File: src/logic/ppc_pkg.sv
// Package for the port pin configuration block: offsets, resets, pin masks, carriers
package ppc_pkg;

  // ----------------------------------------------------------------
  // Register offsets within the I/O register space (chosen)
  // ----------------------------------------------------------------
  localparam logic [7:0] OFF_MODE_A  = 8'h02;
  localparam logic [7:0] OFF_MODE_B  = 8'h03;
  localparam logic [7:0] OFF_DIR_A   = 8'h04;
  localparam logic [7:0] OFF_DIR_B   = 8'h05;
  localparam logic [7:0] OFF_DIR_C   = 8'h12;
  localparam logic [7:0] OFF_DIR_D   = 8'h13;
  localparam logic [7:0] OFF_DRV_A   = 8'h06;
  localparam logic [7:0] OFF_DRV_B   = 8'h07;
  localparam logic [7:0] OFF_DRV_C   = 8'h16;
  localparam logic [7:0] OFF_DRV_D   = 8'h17;
  localparam logic [7:0] OFF_MEMMAP  = 8'h20;

  // ----------------------------------------------------------------
  // Reset values and field positions
  // ----------------------------------------------------------------
  localparam logic [7:0] CFG_RESET      = 8'h00;
  localparam int         MEMMAP_PIO_BIT = 7;
  localparam logic [7:0] READ_UNMAPPED  = 8'h00;

  // ----------------------------------------------------------------
  // Per-port pin capability masks
  // ----------------------------------------------------------------
  localparam logic [7:0] DIR_MASK_D   = 8'h06; // Port D has pins 2 and 1 only
  localparam logic [7:0] OD_MASK_AB   = 8'hF0; // Open drain on high nibble
  localparam logic [7:0] SLEW_MASK_AB = 8'h0F; // Slew on low nibble
  localparam logic [7:0] OD_MASK_C    = 8'hFF;
  localparam logic [7:0] SLEW_MASK_D  = 8'h06;
  localparam logic [7:0] BC_MASK_C    = 8'h9C; // Shared macrocells on pins 7,4,3,2
  localparam logic [7:0] JTAG_MASK_C  = 8'h00; // Parameter default in top

  // ----------------------------------------------------------------
  // Carriers
  // ----------------------------------------------------------------
  typedef struct packed {
    logic [7:0] outEn;     // Driver enable, 1 = driving
    logic [7:0] openDrain; // 1 = open drain driver
    logic [7:0] fastSlew;  // 1 = fast slew
    logic [7:0] dataOut;   // Level driven when enabled
  } ppc_pin_ctl_s;

  typedef struct packed {
    logic       sel;
    logic       wr;
    logic       rd;
    logic [7:0] addr;
    logic [7:0] wdata;
  } ppc_bus_req_s;

endpackage : ppc_pkg

File: src/logic/ppc_port_drive.sv
// One port's pin driver logic: output enable, source select, drive style
`timescale 1ns/1ps

module ppc_port_drive
  import ppc_pkg::*;
#(
  parameter logic [7:0] OD_MASK   = 8'h00,
  parameter logic [7:0] SLEW_MASK = 8'h00,
  parameter logic [7:0] PIN_MASK  = 8'hFF
) (
  // Configuration
  input  wire logic [7:0] modeSel,
  input  wire logic [7:0] dirReg,
  input  wire logic [7:0] driveSel,
  // Sources
  input  wire logic [7:0] oeTerm,
  input  wire logic [7:0] mcuData,
  input  wire logic [7:0] addrLatch,
  input  wire logic [7:0] plaData,
  input  wire logic [7:0] plaOwn,
  // Result
  output      ppc_pin_ctl_s pinCtl
);

  // ----------------------------------------------------------------
  // Combine configuration into pin controls, bit n acts on pin n
  // ----------------------------------------------------------------
  always_comb begin
    // OR of direction and oe term
    pinCtl.outEn     = (dirReg | oeTerm) & PIN_MASK;
    pinCtl.openDrain = driveSel & OD_MASK & PIN_MASK;
    pinCtl.fastSlew  = driveSel & SLEW_MASK & PIN_MASK;
    // mode bit picks address or MCU data
    pinCtl.dataOut   = (plaOwn & plaData)
                     | (~plaOwn & ((modeSel & addrLatch) | (~modeSel & mcuData)));
  end

endmodule // ppc_port_drive

File: src/logic/ppc_port_config.sv
// Top of the port pin configuration block: registers, bus access and pin drive
`timescale 1ns/1ps

module ppc_port_config
  import ppc_pkg::*;
#(
  parameter logic [7:0] JTAG_PINS_C = JTAG_MASK_C
) (
  // Clock and reset
  input  wire logic         sys_clk,
  input  wire logic         arst_n,
  // Register bus from the microcontroller
  input  wire ppc_bus_req_s busReq,
  output      logic [7:0]   busRdata,
  // Microcontroller sources
  input  wire logic [7:0]   addrLow,
  input  wire logic [7:0]   mcuDataA,
  input  wire logic [7:0]   mcuDataB,
  input  wire logic [7:0]   mcuDataC,
  input  wire logic [7:0]   mcuDataD,
  input  wire logic [7:0]   cpuBusOut,
  input  wire logic         cpuBusDrive,
  // Logic array sources
  input  wire logic [31:0]  oeTerms,
  input  wire logic [7:0]   abMacrocellOutput,
  input  wire logic [7:0]   abRouteA,
  input  wire logic [7:0]   abRouteB,
  input  wire logic [7:0]   bcMacrocellOutput,
  input  wire logic [7:0]   bcRouteB,
  input  wire logic [7:0]   bcRouteC,
  input  wire logic [7:0]   chipSelD,
  input  wire logic [7:0]   chipSelOwnD,
  // Pin controls
  output      ppc_pin_ctl_s pinA,
  output      ppc_pin_ctl_s pinB,
  output      ppc_pin_ctl_s pinC,
  output      ppc_pin_ctl_s pinD,
  output      logic         peripheralBufferEnable
);

  // Refuse a JTAG pin set that collides with the shared macrocell pins
  if ((JTAG_PINS_C & BC_MASK_C) != 8'h00) begin : g_bad_jtag_pins
    $error("JTAG pins overlap shared macrocell pins");
  end

  // ----------------------------------------------------------------
  // Configuration registers
  // ----------------------------------------------------------------
  logic [7:0] modeA, modeB;
  logic [7:0] dirA, dirB, dirC, dirD;
  logic [7:0] drvA, drvB, drvC, drvD;
  logic [7:0] memoryMapControl;
  logic       wrEn;

  assign wrEn = busReq.sel & busReq.wr;

  // Register writes at fixed offsets
  always_ff @(posedge sys_clk or negedge arst_n) begin
    if (!arst_n) begin
      modeA <= CFG_RESET;
      modeB <= CFG_RESET;
      dirA <= CFG_RESET;
      dirB <= CFG_RESET;
      dirC <= CFG_RESET;
      dirD <= CFG_RESET;
      drvA <= CFG_RESET;
      drvB <= CFG_RESET;
      drvC <= CFG_RESET;
      drvD <= CFG_RESET;
      memoryMapControl <= CFG_RESET;
    end else if (wrEn) begin
      if (busReq.addr == OFF_MODE_A) begin
        modeA <= busReq.wdata;
      end else if (busReq.addr == OFF_MODE_B) begin
        modeB <= busReq.wdata;
      end else if (busReq.addr == OFF_DIR_A) begin
        dirA <= busReq.wdata;
      end else if (busReq.addr == OFF_DIR_B) begin
        dirB <= busReq.wdata;
      end else if (busReq.addr == OFF_DIR_C) begin
        dirC <= busReq.wdata;
      end else if (busReq.addr == OFF_DIR_D) begin
        dirD <= busReq.wdata;
      end else if (busReq.addr == OFF_DRV_A) begin
        drvA <= busReq.wdata;
      end else if (busReq.addr == OFF_DRV_B) begin
        drvB <= busReq.wdata;
      end else if (busReq.addr == OFF_DRV_C) begin
        drvC <= busReq.wdata;
      end else if (busReq.addr == OFF_DRV_D) begin
        drvD <= busReq.wdata;
      end else if (busReq.addr == OFF_MEMMAP) begin
        memoryMapControl <= busReq.wdata;
      end
    end
  end

  // ----------------------------------------------------------------
  // Read back, registered one cycle after the read strobe
  // ----------------------------------------------------------------
  logic [7:0] next_busRdata;

  always_comb begin
    if (busReq.addr == OFF_MODE_A) begin
      next_busRdata = modeA;
    end else if (busReq.addr == OFF_MODE_B) begin
      next_busRdata = modeB;
    end else if (busReq.addr == OFF_DIR_A) begin
      next_busRdata = dirA;
    end else if (busReq.addr == OFF_DIR_B) begin
      next_busRdata = dirB;
    end else if (busReq.addr == OFF_DIR_C) begin
      next_busRdata = dirC;
    end else if (busReq.addr == OFF_DIR_D) begin
      next_busRdata = dirD;
    end else if (busReq.addr == OFF_DRV_A) begin
      next_busRdata = drvA;
    end else if (busReq.addr == OFF_DRV_B) begin
      next_busRdata = drvB;
    end else if (busReq.addr == OFF_DRV_C) begin
      next_busRdata = drvC;
    end else if (busReq.addr == OFF_DRV_D) begin
      next_busRdata = drvD;
    end else if (busReq.addr == OFF_MEMMAP) begin
      next_busRdata = memoryMapControl;
    end else begin
      next_busRdata = READ_UNMAPPED;
    end
  end

  always_ff @(posedge sys_clk or negedge arst_n) begin
    if (!arst_n) begin
      busRdata <= 8'h00;
    end else if (busReq.sel & busReq.rd) begin
      busRdata <= next_busRdata;
    end
  end

  // ----------------------------------------------------------------
  // Source selection per port
  // ----------------------------------------------------------------
  logic [7:0] plaDataA, plaOwnA, plaDataB, plaOwnB, plaOwnC;
  logic [7:0] bcOwnC, dirDActive, mcuA;
  logic       pioOn;

  // latched address byte maps low nibble a3-a0, high a7-a4
  // peripheral mode makes port A carry the MCU data bus
  assign pioOn    = memoryMapControl[MEMMAP_PIO_BIT];
  assign mcuA     = pioOn ? cpuBusOut : mcuDataA;
  assign plaOwnA  = pioOn ? 8'h00 : abRouteA;
  assign plaDataA = abMacrocellOutput;
  assign plaOwnB  = abRouteB | bcRouteB;
  assign plaDataB = (abRouteB & abMacrocellOutput) | (bcRouteB & bcMacrocellOutput);
  // shared macrocells only on allowed pins
  assign bcOwnC   = bcRouteC & BC_MASK_C;
  // JTAG pins excluded from port C logic ownership
  assign plaOwnC  = bcOwnC & ~JTAG_PINS_C;
  // only two direction bits reach port D
  assign dirDActive = dirD & DIR_MASK_D;

  ppc_pin_ctl_s ctlA, ctlB, ctlC, ctlD;
  logic [7:0]   oeA;

  // buffer drives only while the MCU bus drives
  assign oeA = pioOn ? {8{cpuBusDrive}} : oeTerms[7:0];

  ppc_port_drive #(.OD_MASK(OD_MASK_AB), .SLEW_MASK(SLEW_MASK_AB), .PIN_MASK(8'hFF)) uDrvA (
    .modeSel   (pioOn ? 8'h00 : modeA),
    .dirReg    (pioOn ? 8'h00 : dirA),
    .driveSel  (drvA),
    .oeTerm    (oeA),
    .mcuData   (mcuA),
    .addrLatch (addrLow),
    .plaData   (plaDataA),
    .plaOwn    (plaOwnA),
    .pinCtl    (ctlA)
  );

  ppc_port_drive #(.OD_MASK(OD_MASK_AB), .SLEW_MASK(SLEW_MASK_AB), .PIN_MASK(8'hFF)) uDrvB (
    .modeSel   (modeB),
    .dirReg    (dirB),
    .driveSel  (drvB),
    .oeTerm    (oeTerms[15:8]),
    .mcuData   (mcuDataB),
    .addrLatch (addrLow),
    .plaData   (plaDataB),
    .plaOwn    (plaOwnB),
    .pinCtl    (ctlB)
  );

  // port C has no mode register
  ppc_port_drive #(.OD_MASK(OD_MASK_C), .SLEW_MASK(8'h00), .PIN_MASK(~JTAG_PINS_C)) uDrvC (
    .modeSel   (8'h00),
    .dirReg    (dirC),
    .driveSel  (drvC),
    .oeTerm    (oeTerms[23:16]),
    .mcuData   (mcuDataC),
    .addrLatch (8'h00),
    .plaData   (bcMacrocellOutput),
    .plaOwn    (plaOwnC),
    .pinCtl    (ctlC)
  );

  // port D has no mode register
  ppc_port_drive #(.OD_MASK(8'h00), .SLEW_MASK(SLEW_MASK_D), .PIN_MASK(DIR_MASK_D)) uDrvD (
    .modeSel   (8'h00),
    .dirReg    (dirDActive),
    .driveSel  (drvD),
    .oeTerm    (oeTerms[31:24]),
    .mcuData   (mcuDataD),
    .addrLatch (8'h00),
    .plaData   (chipSelD),
    .plaOwn    (chipSelOwnD & DIR_MASK_D),
    .pinCtl    (ctlD)
  );

  // ----------------------------------------------------------------
  // Registered pin controls
  // ----------------------------------------------------------------
  always_ff @(posedge sys_clk or negedge arst_n) begin
    if (!arst_n) begin
      pinA <= '0;
      pinB <= '0;
      pinC <= '0;
      pinD <= '0;
      peripheralBufferEnable <= 1'b0;
    end else begin
      pinA <= ctlA;
      pinB <= ctlB;
      pinC <= ctlC;
      pinD <= ctlD;
      peripheralBufferEnable <= pioOn;
    end
  end

endmodule // ppc_port_config

File: config.mk
export PLATFORM = sky130hd
export DESIGN_NAME = ppc_port_config
export DESIGN_NICKNAME = d
export VERILOG_FILES = /design/src/logic/ppc_pkg.sv /design/src/logic/ppc_port_drive.sv /design/src/logic/ppc_port_config.sv
export SDC_FILE = /design/constraint.sdc
export NUM_CORES = 1
export LEC_CHECK = 0
export ABC_CLOCK_PERIOD_IN_PS = 1900
export BUFFER_PORTS_ARGS = -buffer_cell sky130_fd_sc_hd__buf_2
export CAP_MARGIN = 20
export CELL_PAD_IN_SITES_DETAIL_PLACEMENT = 2
export CELL_PAD_IN_SITES_GLOBAL_PLACEMENT = 2
export CORE_MARGIN = 1.5
export CORE_UTILIZATION = 29
export DETAILED_ROUTE_END_ITERATION = 12
export PLACE_DENSITY = 0.79
export SYNTH_ARGS = -nofsm -noshare
export SYNTH_HDL_FRONTEND = slang
export SYNTH_SLANG_ARGS = --single-unit
File: constraint.sdc
create_clock -name sys_clk -period 1.9 [get_ports sys_clk]
set_clock_uncertainty 0.15 [all_clocks]
set_input_delay 0.38 -clock sys_clk [delete_from_list [all_inputs] [get_ports sys_clk]]
set_output_delay 0.38 -clock sys_clk [all_outputs]
set_load 0.01 [all_outputs]
# Word-level counts from Yosys, hierarchy flattened
# Index checks and enable logic that the tools add are counted.
[word_totals]
reg_bits = 181
inputBits = 166
[op_classes]
n_eq_ne = 11
muxes = 16
bitwise_logic = 44
n_reduce_logical = 11
[op_table]
columns = ["operator", "n"]
rows = [
  ["$mux 8", 16],
  ["$and 8x8->8", 13],
  ["$or 8x8->8", 11],
  ["$not 8->8", 5],
  ["$eq 8x3->1 const B", 4],
  ["$eq 8x5->1 const B", 4],
  ["$eq 8x2->1 const B", 2],
  ["$reduce_and 12->1", 1],
  ["$reduce_and 11->1", 1],
  ["$not 1->1", 10],
  ["$reduce_and 10->1", 1],
  ["$reduce_and 9->1", 1],
  ["$and 3x8->8", 1],
  ["$eq 8x6->1 const B", 1],
  ["$not 3->8", 1],
  ["$reduce_and 8->1", 1],
  ["$reduce_and 7->1", 1],
  ["$reduce_and 6->1", 1],
  ["$reduce_and 5->1", 1],
  ["$reduce_and 4->1", 1],
  ["$or 3x3->3", 1],
  ["$reduce_and 3->1", 1],
  ["$and 1x1->1", 2],
  ["$reduce_and 2->1", 1],
]

# Longest topological paths before layout
# Gate-level depths: netlist (run 1).
[logic_depth]
depth_word = 12
mapped_depth = 7

# Cells and area by module
# Synthesis (run 1) repeated with hierarchy kept, for this count alone.
[unflattened]
cells_unflattened = 785
area_unflattened_um2 = 9745.6
[by_module_without_submodules]
columns = ["module", "instances", "cells_per_inst", "area_each_um2", "seq_area_each_um2"]
rows = [
  ["ppc_port_config", 1, 589, 8441.8, 5630.4],
  ["ppc_port_drive (uDrvA ...)", 3, 49, 324.1, 0.0],
  ["ppc_port_drive (uDrvD)", 1, 49, 331.6, 0.0],
]

# Worst setup path after synthesis (run 1)
# No wires, ideal clock.
[synth_timing]
path_type = "in2reg"
from = "input port busReq[15] (netlist name)"
to = "register drvD[7]"
setup_time_ns = 0.125
t_arrival_ns = 1.655
path_slack_ns = -0.030
cell_stages = 5
n_path_buf = 1
cell_sequence = "nor4b_2 buf_2 nand2_1 nor2_2 mux2_2"
[synth_between]
elab_chain_len = 3
[synth_lines]
columns = ["element", "line", "source"]
rows = [
  ["start: declaration", "ppc_port_config.sv:13", "input wire ppc_bus_req_s busReq,"],
  ["$eq 8x5->1 (tied with other cells)", "ppc_port_config.sv:88", "end else if (busReq.addr == OFF_DRV_C) begin"],
  ["$not 1->1 (no line)", "n/a", ""],
  ["$reduce_and 11->1 (no line) (*)", "n/a", ""],
  ["end signal: assignment", "ppc_port_config.sv:91", "drvD <= busReq.wdata;"],
  ["end: declaration", "ppc_port_config.sv:51", "logic [7:0] drvA, drvB, drvC, drvD;"],
]
# Mark *: on every way between the ends. The rest lies on a longest branch, timed or not.
# A chain may end at the register's enable or synchronous reset.

# Worst setup path in the final report (run 1)
[layout_timing]
from = "input port busReq[15] (netlist name)"
to = "register drvD[4]"
# Same word-level chain as after synthesis.

==> results of run 1 <==
==> area by class of cell <==
class                           count  area share [%]
Tap cell                          341            3.92
Multi-Input combinational cell    435            28.2
Clock buffer                       17            3.90
Inverter                            1          0.0345
Clock inverter                     15            1.53
Sequential cell                   181            41.6
Timing Repair Buffer              345            20.8
==> cells in the mapped netlist (3+ instances only) <==
library cell | instances | area (µm²)
a21oi_1 | 30 | 150
a221o_1 | 8 | 80.1
a22oi_1 | 4 | 30.0
and2_1 | 3 | 18.8
buf_1 | 5 | 18.8
buf_2 | 11 | 55.1
buf_4 | 44 | 330
clkbuf_1 | 23 | 86.3
dfrtp_1 | 181 | 4530
mux2_2 | 95 | 1070
mux2i_1 | 23 | 230
nand2_1 | 30 | 113
nand3_1 | 31 | 155
nand4_1 | 14 | 87.6
nor2_1 | 26 | 97.6
nor2_2 | 4 | 25.0
nor2b_1 | 3 | 18.8
nor3_1 | 21 | 105
o2111ai_1 | 8 | 70.1
o21ai_0 | 25 | 125
o22ai_1 | 11 | 68.8
o31ai_1 | 7 | 52.6
or2_2 | 18 | 113
==> cells by family (layout without fill, tap and decap cells) <==
| group | count (synthesis) | in the layout | share of synthesized area [%] |
|---|---|---|---|
| flip-flops | 181 | 181 | 57.2 |
| AND/OR/NAND/NOR | 170 | 170 | 11.9 |
| multiplexers | 118 | 118 | 16.4 |
| AO/OA/AOI/OAI | 103 | 103 | 8.26 |
| buffers and inverters | 84 | 378 | 6.24 |
| other | 1 | 44 | 0.0473 |
==> critical path, cell delays in order <==
cell	delay [ps]
buf_2	120
nor4b_2	290
buf_4	190
buf_4	120
nand2_1	80
nor2_2	430
mux2_2	400
==> stage by stage <==
step | TNS, ps | hold WS, ps | util [%] | cells
floorplan | -301 | -65.6 | - | 700
global placement | -18490 | 216 | 36.8 | 1264
detailed placement | -24780 | 219 | 36.8 | 1264
CTS | 0 | 0.562 | 40.5 | 1334
global route | -840 | 3.18 | 40.5 | 1335
finish | 0 | 12.0 | 40.5 | 1335
==> state kept, by name, indices dropped and copies added (netlist names) <==
name / flops
pinA: 24
pinB: 24
pinC: 24
pinD: 12
busRdata: 8
dirA: 8
dirB: 8
dirC: 8
dirD: 8
drvA: 8
drvB: 8
drvC: 8
drvD: 8
memoryMapControl: 8
modeA: 8
modeB: 8
peripheralBufferEnable: 1
==> report_power, final <==
part	total [µW]	internal (µW)	switching [µW]
clock	3630	1870	1760
sequential	4100	4010	90.3
combinational	1040	455	582
==> worst min path at each step <==
stage	start	endpoint	slack [ps]	cells past startpoint
finish	oeTerms[7]	pinA[31]	10	3
global route	oeTerms[7]	pinA[31]	3	3
CTS	mcuDataD[2]	pinD[2]	0.6	2
detailed placement	arst_n	pinC[6]	220	1
global placement	arst_n	pinC[6]	220	1
floorplan	arst_n	busRdata[0]	-70	0
==> placed cells by master, fill, tap and decap left out, types with 4 or more instances in the layout <==
cell type | Yosys | final
buf_2 | 11 | 235
dfrtp_1 | 181 | 181
mux2_2 | 95 | 95
buf_4 | 44 | 57
conb_1 | 1 | 44
dlygate4sd3_1 | 0 | 39
nand3_1 | 31 | 31
a21oi_1 | 30 | 30
nand2_1 | 30 | 29
nor2_1 | 26 | 25
o21ai_0 | 25 | 25
mux2i_1 | 23 | 23
nor3_1 | 21 | 21
or2_2 | 18 | 18
clkbuf_16 | 0 | 17
nand4_1 | 14 | 14
buf_12 | 0 | 13
o22ai_1 | 11 | 11
a221o_1 | 8 | 8
o31ai_1 | 7 | 7
o2111ai_1 | 8 | 7
nor2_2 | 4 | 5
a22oi_1 | 4 | 4
inv_8 | 0 | 4
==> per-layer routing <==
| layer | routed length [µm] | GRT usage (%) | vias to the layer above |
|---|---|---|---|
| met5 | 0 | 0 | - |
| li1 | - | - | 2917 |
| met2 | 15400 | 38.9 | 252 |
| met4 | 735 | 6.83 | 0 |
| met3 | 1350 | 4.28 | 51 |
| met1 | 11700 | 24.7 | 3405 |
==> what timing repair did <==
item,CTS,global route
setup endpoints to repair,0,27
resized for setup,0,3
endpoints found under the hold margin,78,1
hold buffers,38,1
==> results.yml, run 1 <==
status:
  status: "complete, no violations"
die:
  core_um2: 26900
  fp.dieArea_um2: 28300
  die_w_um: 168
  ios: 303
  start_util_pct: 29.5
  die_h_um: 168
  num_rows: 60
clock_network:
  cts_tree: "done"
  insertion_delay_ps: 450
  htreeDepth: 4
  cts_buffer_depth: 2
  cts_sinks: 181
  cts_setup_buffers: 0
  root_buffer: "clkbuf_16"
  cts_buffers: 17
  clkTransAtPathRegs_ps: 70
detailed_routing:
  drtIter0Drc: 304
  detailedRoute.firstPassIterationCount: 4
  viasPerCell: 4.96
  routed_wl_um: 29100
  drc: 0
  detail-route-antenna-nets: 0
  avgRoutedWirePerCell_um: 21.8
  vias: 6625
global_route:
  grt_pass1_vias: 7546
  grt_max_degree: 48
  antenna_found_initial: 0
  grt_pass1_wl_um: 45000
  grt_use_total_pct: 21.2
  grt.overflow.total: 0
yosys:
  synth_flop_cell: "dfrtp_1"
  syn-cell-area_um2: 7930
  ys_types: 47
  ys_seq_elements: 181
  synth-edff-count: 0
  synth_area_per_cell_um2: 12.1
  yosysWarnings: 0
  ys_seq_area_share_pct: 57.2
  synth_cells: 657
  async_reset_ff_share_pct: 100
min_path:
  holdCritPathClass: "in2reg"
final_layout:
  area_growth_pct: 37.5
  fin_nets: 1147
  diodes: 0
  drive_gt1_share_pct: 47.2
  register_area_um2: 4530
  fillers: 2873
  final_cell_area_um2: 10900
  multi_input_area_um2: 3080
power:
  p_total_uw: 8770
  p_leak_uw: 0.00536
  peakVddDrop_mv: 0.441
  powerDensity_nw_per_um2: 805
critical_path:
  critPathCapture: "drvD[4]"
  critPathLaunchType: "input port"
  timing.rr.end: "busRdata[6]"
  r2r_cells: 4
  startpoint: "busReq[15]"
  r2r-start: "modeB[6]"
  cp.arrival_ps: 2020
  critPathMaxFanout: 8
  crit_type: "in2reg"
  rrSetupSlack_ps: 320
  end_kind: "register"
  cp.required_ps: 2080
sta:
  fin_crit_ps: 1850
  fin_crit_sh_pct: 97.2
  hold_violations: 0
  setup_slack_ps: 52.5
  slew-limit-headroom_pct: 64.0
  tightest_slew_ps: 539
  finalSetupViolations: 0
  fmax_mhz: 541
  rsz0062_at_grt: "true"
  drv_slew: 0
place:
  post_dp_cell_area_um2: 9900
  io_buffers: 236
  place_hpwl_um: 20800
  pre_cts_slack_ps: -408
  routabilityCongestion: 0.811
job:
  drv_cap: 0
Power figures use the tool's default switching activity.
==> inputs of run 2 (changes only) <==
Settings changed: SETUP_SLACK_MARGIN set to 0.1.
==> run 2 against run 1 <==
Against the previous run: worst setup slack gained 81 ps; worst hold slack lost 5.6 ps; clock-buffer cell count grew 1; design area shrank 0.63%; maximum frequency grew 4.6%; register-to-register slack lost 120 ps; sequential power is essentially flat; flip-flop and latch count is the same; total power shrank 0.97%; non-clock buffer count shrank 8; via count is essentially flat; critical endpoint is now busRdata[5]; largest cell class unchanged.
==> results.yml, run 2 (synthesis results as in run 1) <==
clock_network:
  root_buffer: "clkbuf_16"
  cts_sinks: 181
  htreeDepth: 4
  cts_tree: "done"
  cts_buffers: 17
  clkTransAtPathRegs_ps: 70
  cts_buffer_depth: 2
  insertion_delay_ps: 440
die:
  fp.dieArea_um2: 28300
  die_w_um: 168
  num_rows: 60
  die_h_um: 168
  ios: 303
  core_um2: 26900
  start_util_pct: 29.5
sta:
  fin_crit_sh_pct: 93.0
  whs_ps: 6.40
  rsz0062_at_grt: "true"
  fin_crit_ps: 1770
  finalSetupViolations: 0
  tightest_slew_ps: 621
  hold_violations: 0
  drv_slew: 0
  slew-limit-headroom_pct: 58.5
  fmax_mhz: 566
final_layout:
  reg.largest.list: "pinA (24), pinB (24), pinC (24)"
  fillers: 2847
  fin_nets: 1139
  layout_commonest_cell: "buf_2"
  final_cell_mix: "235 x buf_2, 181 x dfrtp_1, 95 x mux2_2"
  fin_cells: 1328
  drive_gt1_share_pct: 48.2
  area_growth_pct: 36.6
place:
  place_hpwl_um: 20400
  routabilityCongestion: 0.830
  io_buffers: 236
  post-place-cells: 1261
detailed_routing:
  highest_layer: "met5"
  dr_wl_met2_um: 15500
  met1Wirelength_um: 11900
  viasPerCell: 4.98
  wl_met3_um: 1460
  drc: 0
  detail-route-antenna-nets: 0
  drtIter0Drc: 294
  vias: 6619
  routed_wl_um: 29700
  avgRoutedWirePerCell_um: 22.3
  detailedRoute.firstPassIterationCount: 4
status:
  status: "complete, no violations"
critical_path:
  crit_buf_inv: 4
  crit_family: "buffers and inverters"
  end_kind: "register"
  cp_common_cell: "buf_4"
  crit_type: "in2reg"
  slowest_delay_ps: 300
  slowest_stage: "nor4b_4"
  critPathLaunchType: "input port"
  cp_cell_sequence: "buf_2, nor4b_4, buf_6, and2_1, buf_4, nand3_1, a22oi_1, buf_4, a21oi_1"
  cp.arrival_ps: 1940
  critPathMaxFanout: 8
  cp.required_ps: 2080
global_route:
  grt.overflow.total: 0
  antenna_found_initial: 2
  grt_use_total_pct: 20.9
  grt_pass1_wl_um: 44400
  grt_max_degree: 41
  grt_pass1_vias: 7479
job:
  drv_cap: 0
power:
  powerDensity_nw_per_um2: 802
  peakVddDrop_mv: 0.612
  p_leak_uw: 0.00531
min_path:
  holdCritPathClass: "in2reg"
## run 2: cell count changes in the layout (fill, tap and decap cells not counted), moves of 3 or more
cell	change
nor2_2	-3
o31ai_2	+3
dlygate4sd3_1	-8
buf_12	-3
o31ai_1	-3
## run 2: metal layers
layer / track usage, % / vias to the layer above
met4: 8.42 / 2
met1: 25.0 / 3394
met5: 0 / -
met2: 37.2 / 257
met3: 3.57 / 53
li1: - / 2913
## run 2: worst paths after layout
path	start	to	slack, ps	cells after the start
hold / removal	cpuBusOut[0]	pinA[0]	6	3
setup / recovery	busReq[15]	busRdata[5]	130	9
hold reg to reg	drvA[5]	pinA[21]	260	0
min in group asynchronous	arst_n	pinC[4]	260	2
max in group asynchronous	arst_n	drvC[2]	800	3
setup reg to reg	modeB[6]	busRdata[6]	200	4
## run 2: repair_timing
| item | 4_1_cts | 5_1_grt |
|---|---|---|
| pin swaps | 0 | 2 |
| gates resized for setup | 0 | 10 |
| hold buffers | 31 | 0 |
| buffers inserted | 1 | 2 |
| endpoints found under the hold margin | 105 | 0 |
| endpoints found under the setup margin | 4 | 15 |
## run 2: cell type report
cell class | instances | area, µm² | share of cell area, %
Sequential cell | 181 | 4530 | 41.8
Multi-Input combinational cell | 435 | 3140 | 29.0
Timing Repair Buffer | 337 | 2160 | 19.9
Clock buffer | 18 | 439 | 4.06
Tap cell | 341 | 427 | 3.94
Clock inverter | 14 | 131 | 1.21
Inverter | 1 | 3.75 | 0.0347
Antenna cell | 1 | 2.50 | 0.0231
## run 2: per-stage QoR
step,setup TNS (ps),area (µm²),setup slack [ps],utilization [%],total power [µW]
2_1_floorplan,0,8140,16.4,-,4600
4_1_cts,0,10800,74.0,40.0,8740
3_3_place_gp,-16940,9860,-261,36.7,5080
5_1_grt,0,10800,49.8,40.3,9000
6_report,0,10800,134,40.3,8680
3_5_place_dp,-21310,9860,-356,36.7,5130
## run 2: report_power, final
| part | switching (µW) | internal [µW] |
|---|---|---|
| clock network | 1770 | 1780 |
| logic | 590 | 444 |
| registers | 89.7 | 4010 |
| total | 2450 | 6230 |
## run 2: worst min-delay path, cell delays in order
cell and delay [ps]:
buf_2 70, nand2_1 40, o21ai_0 60
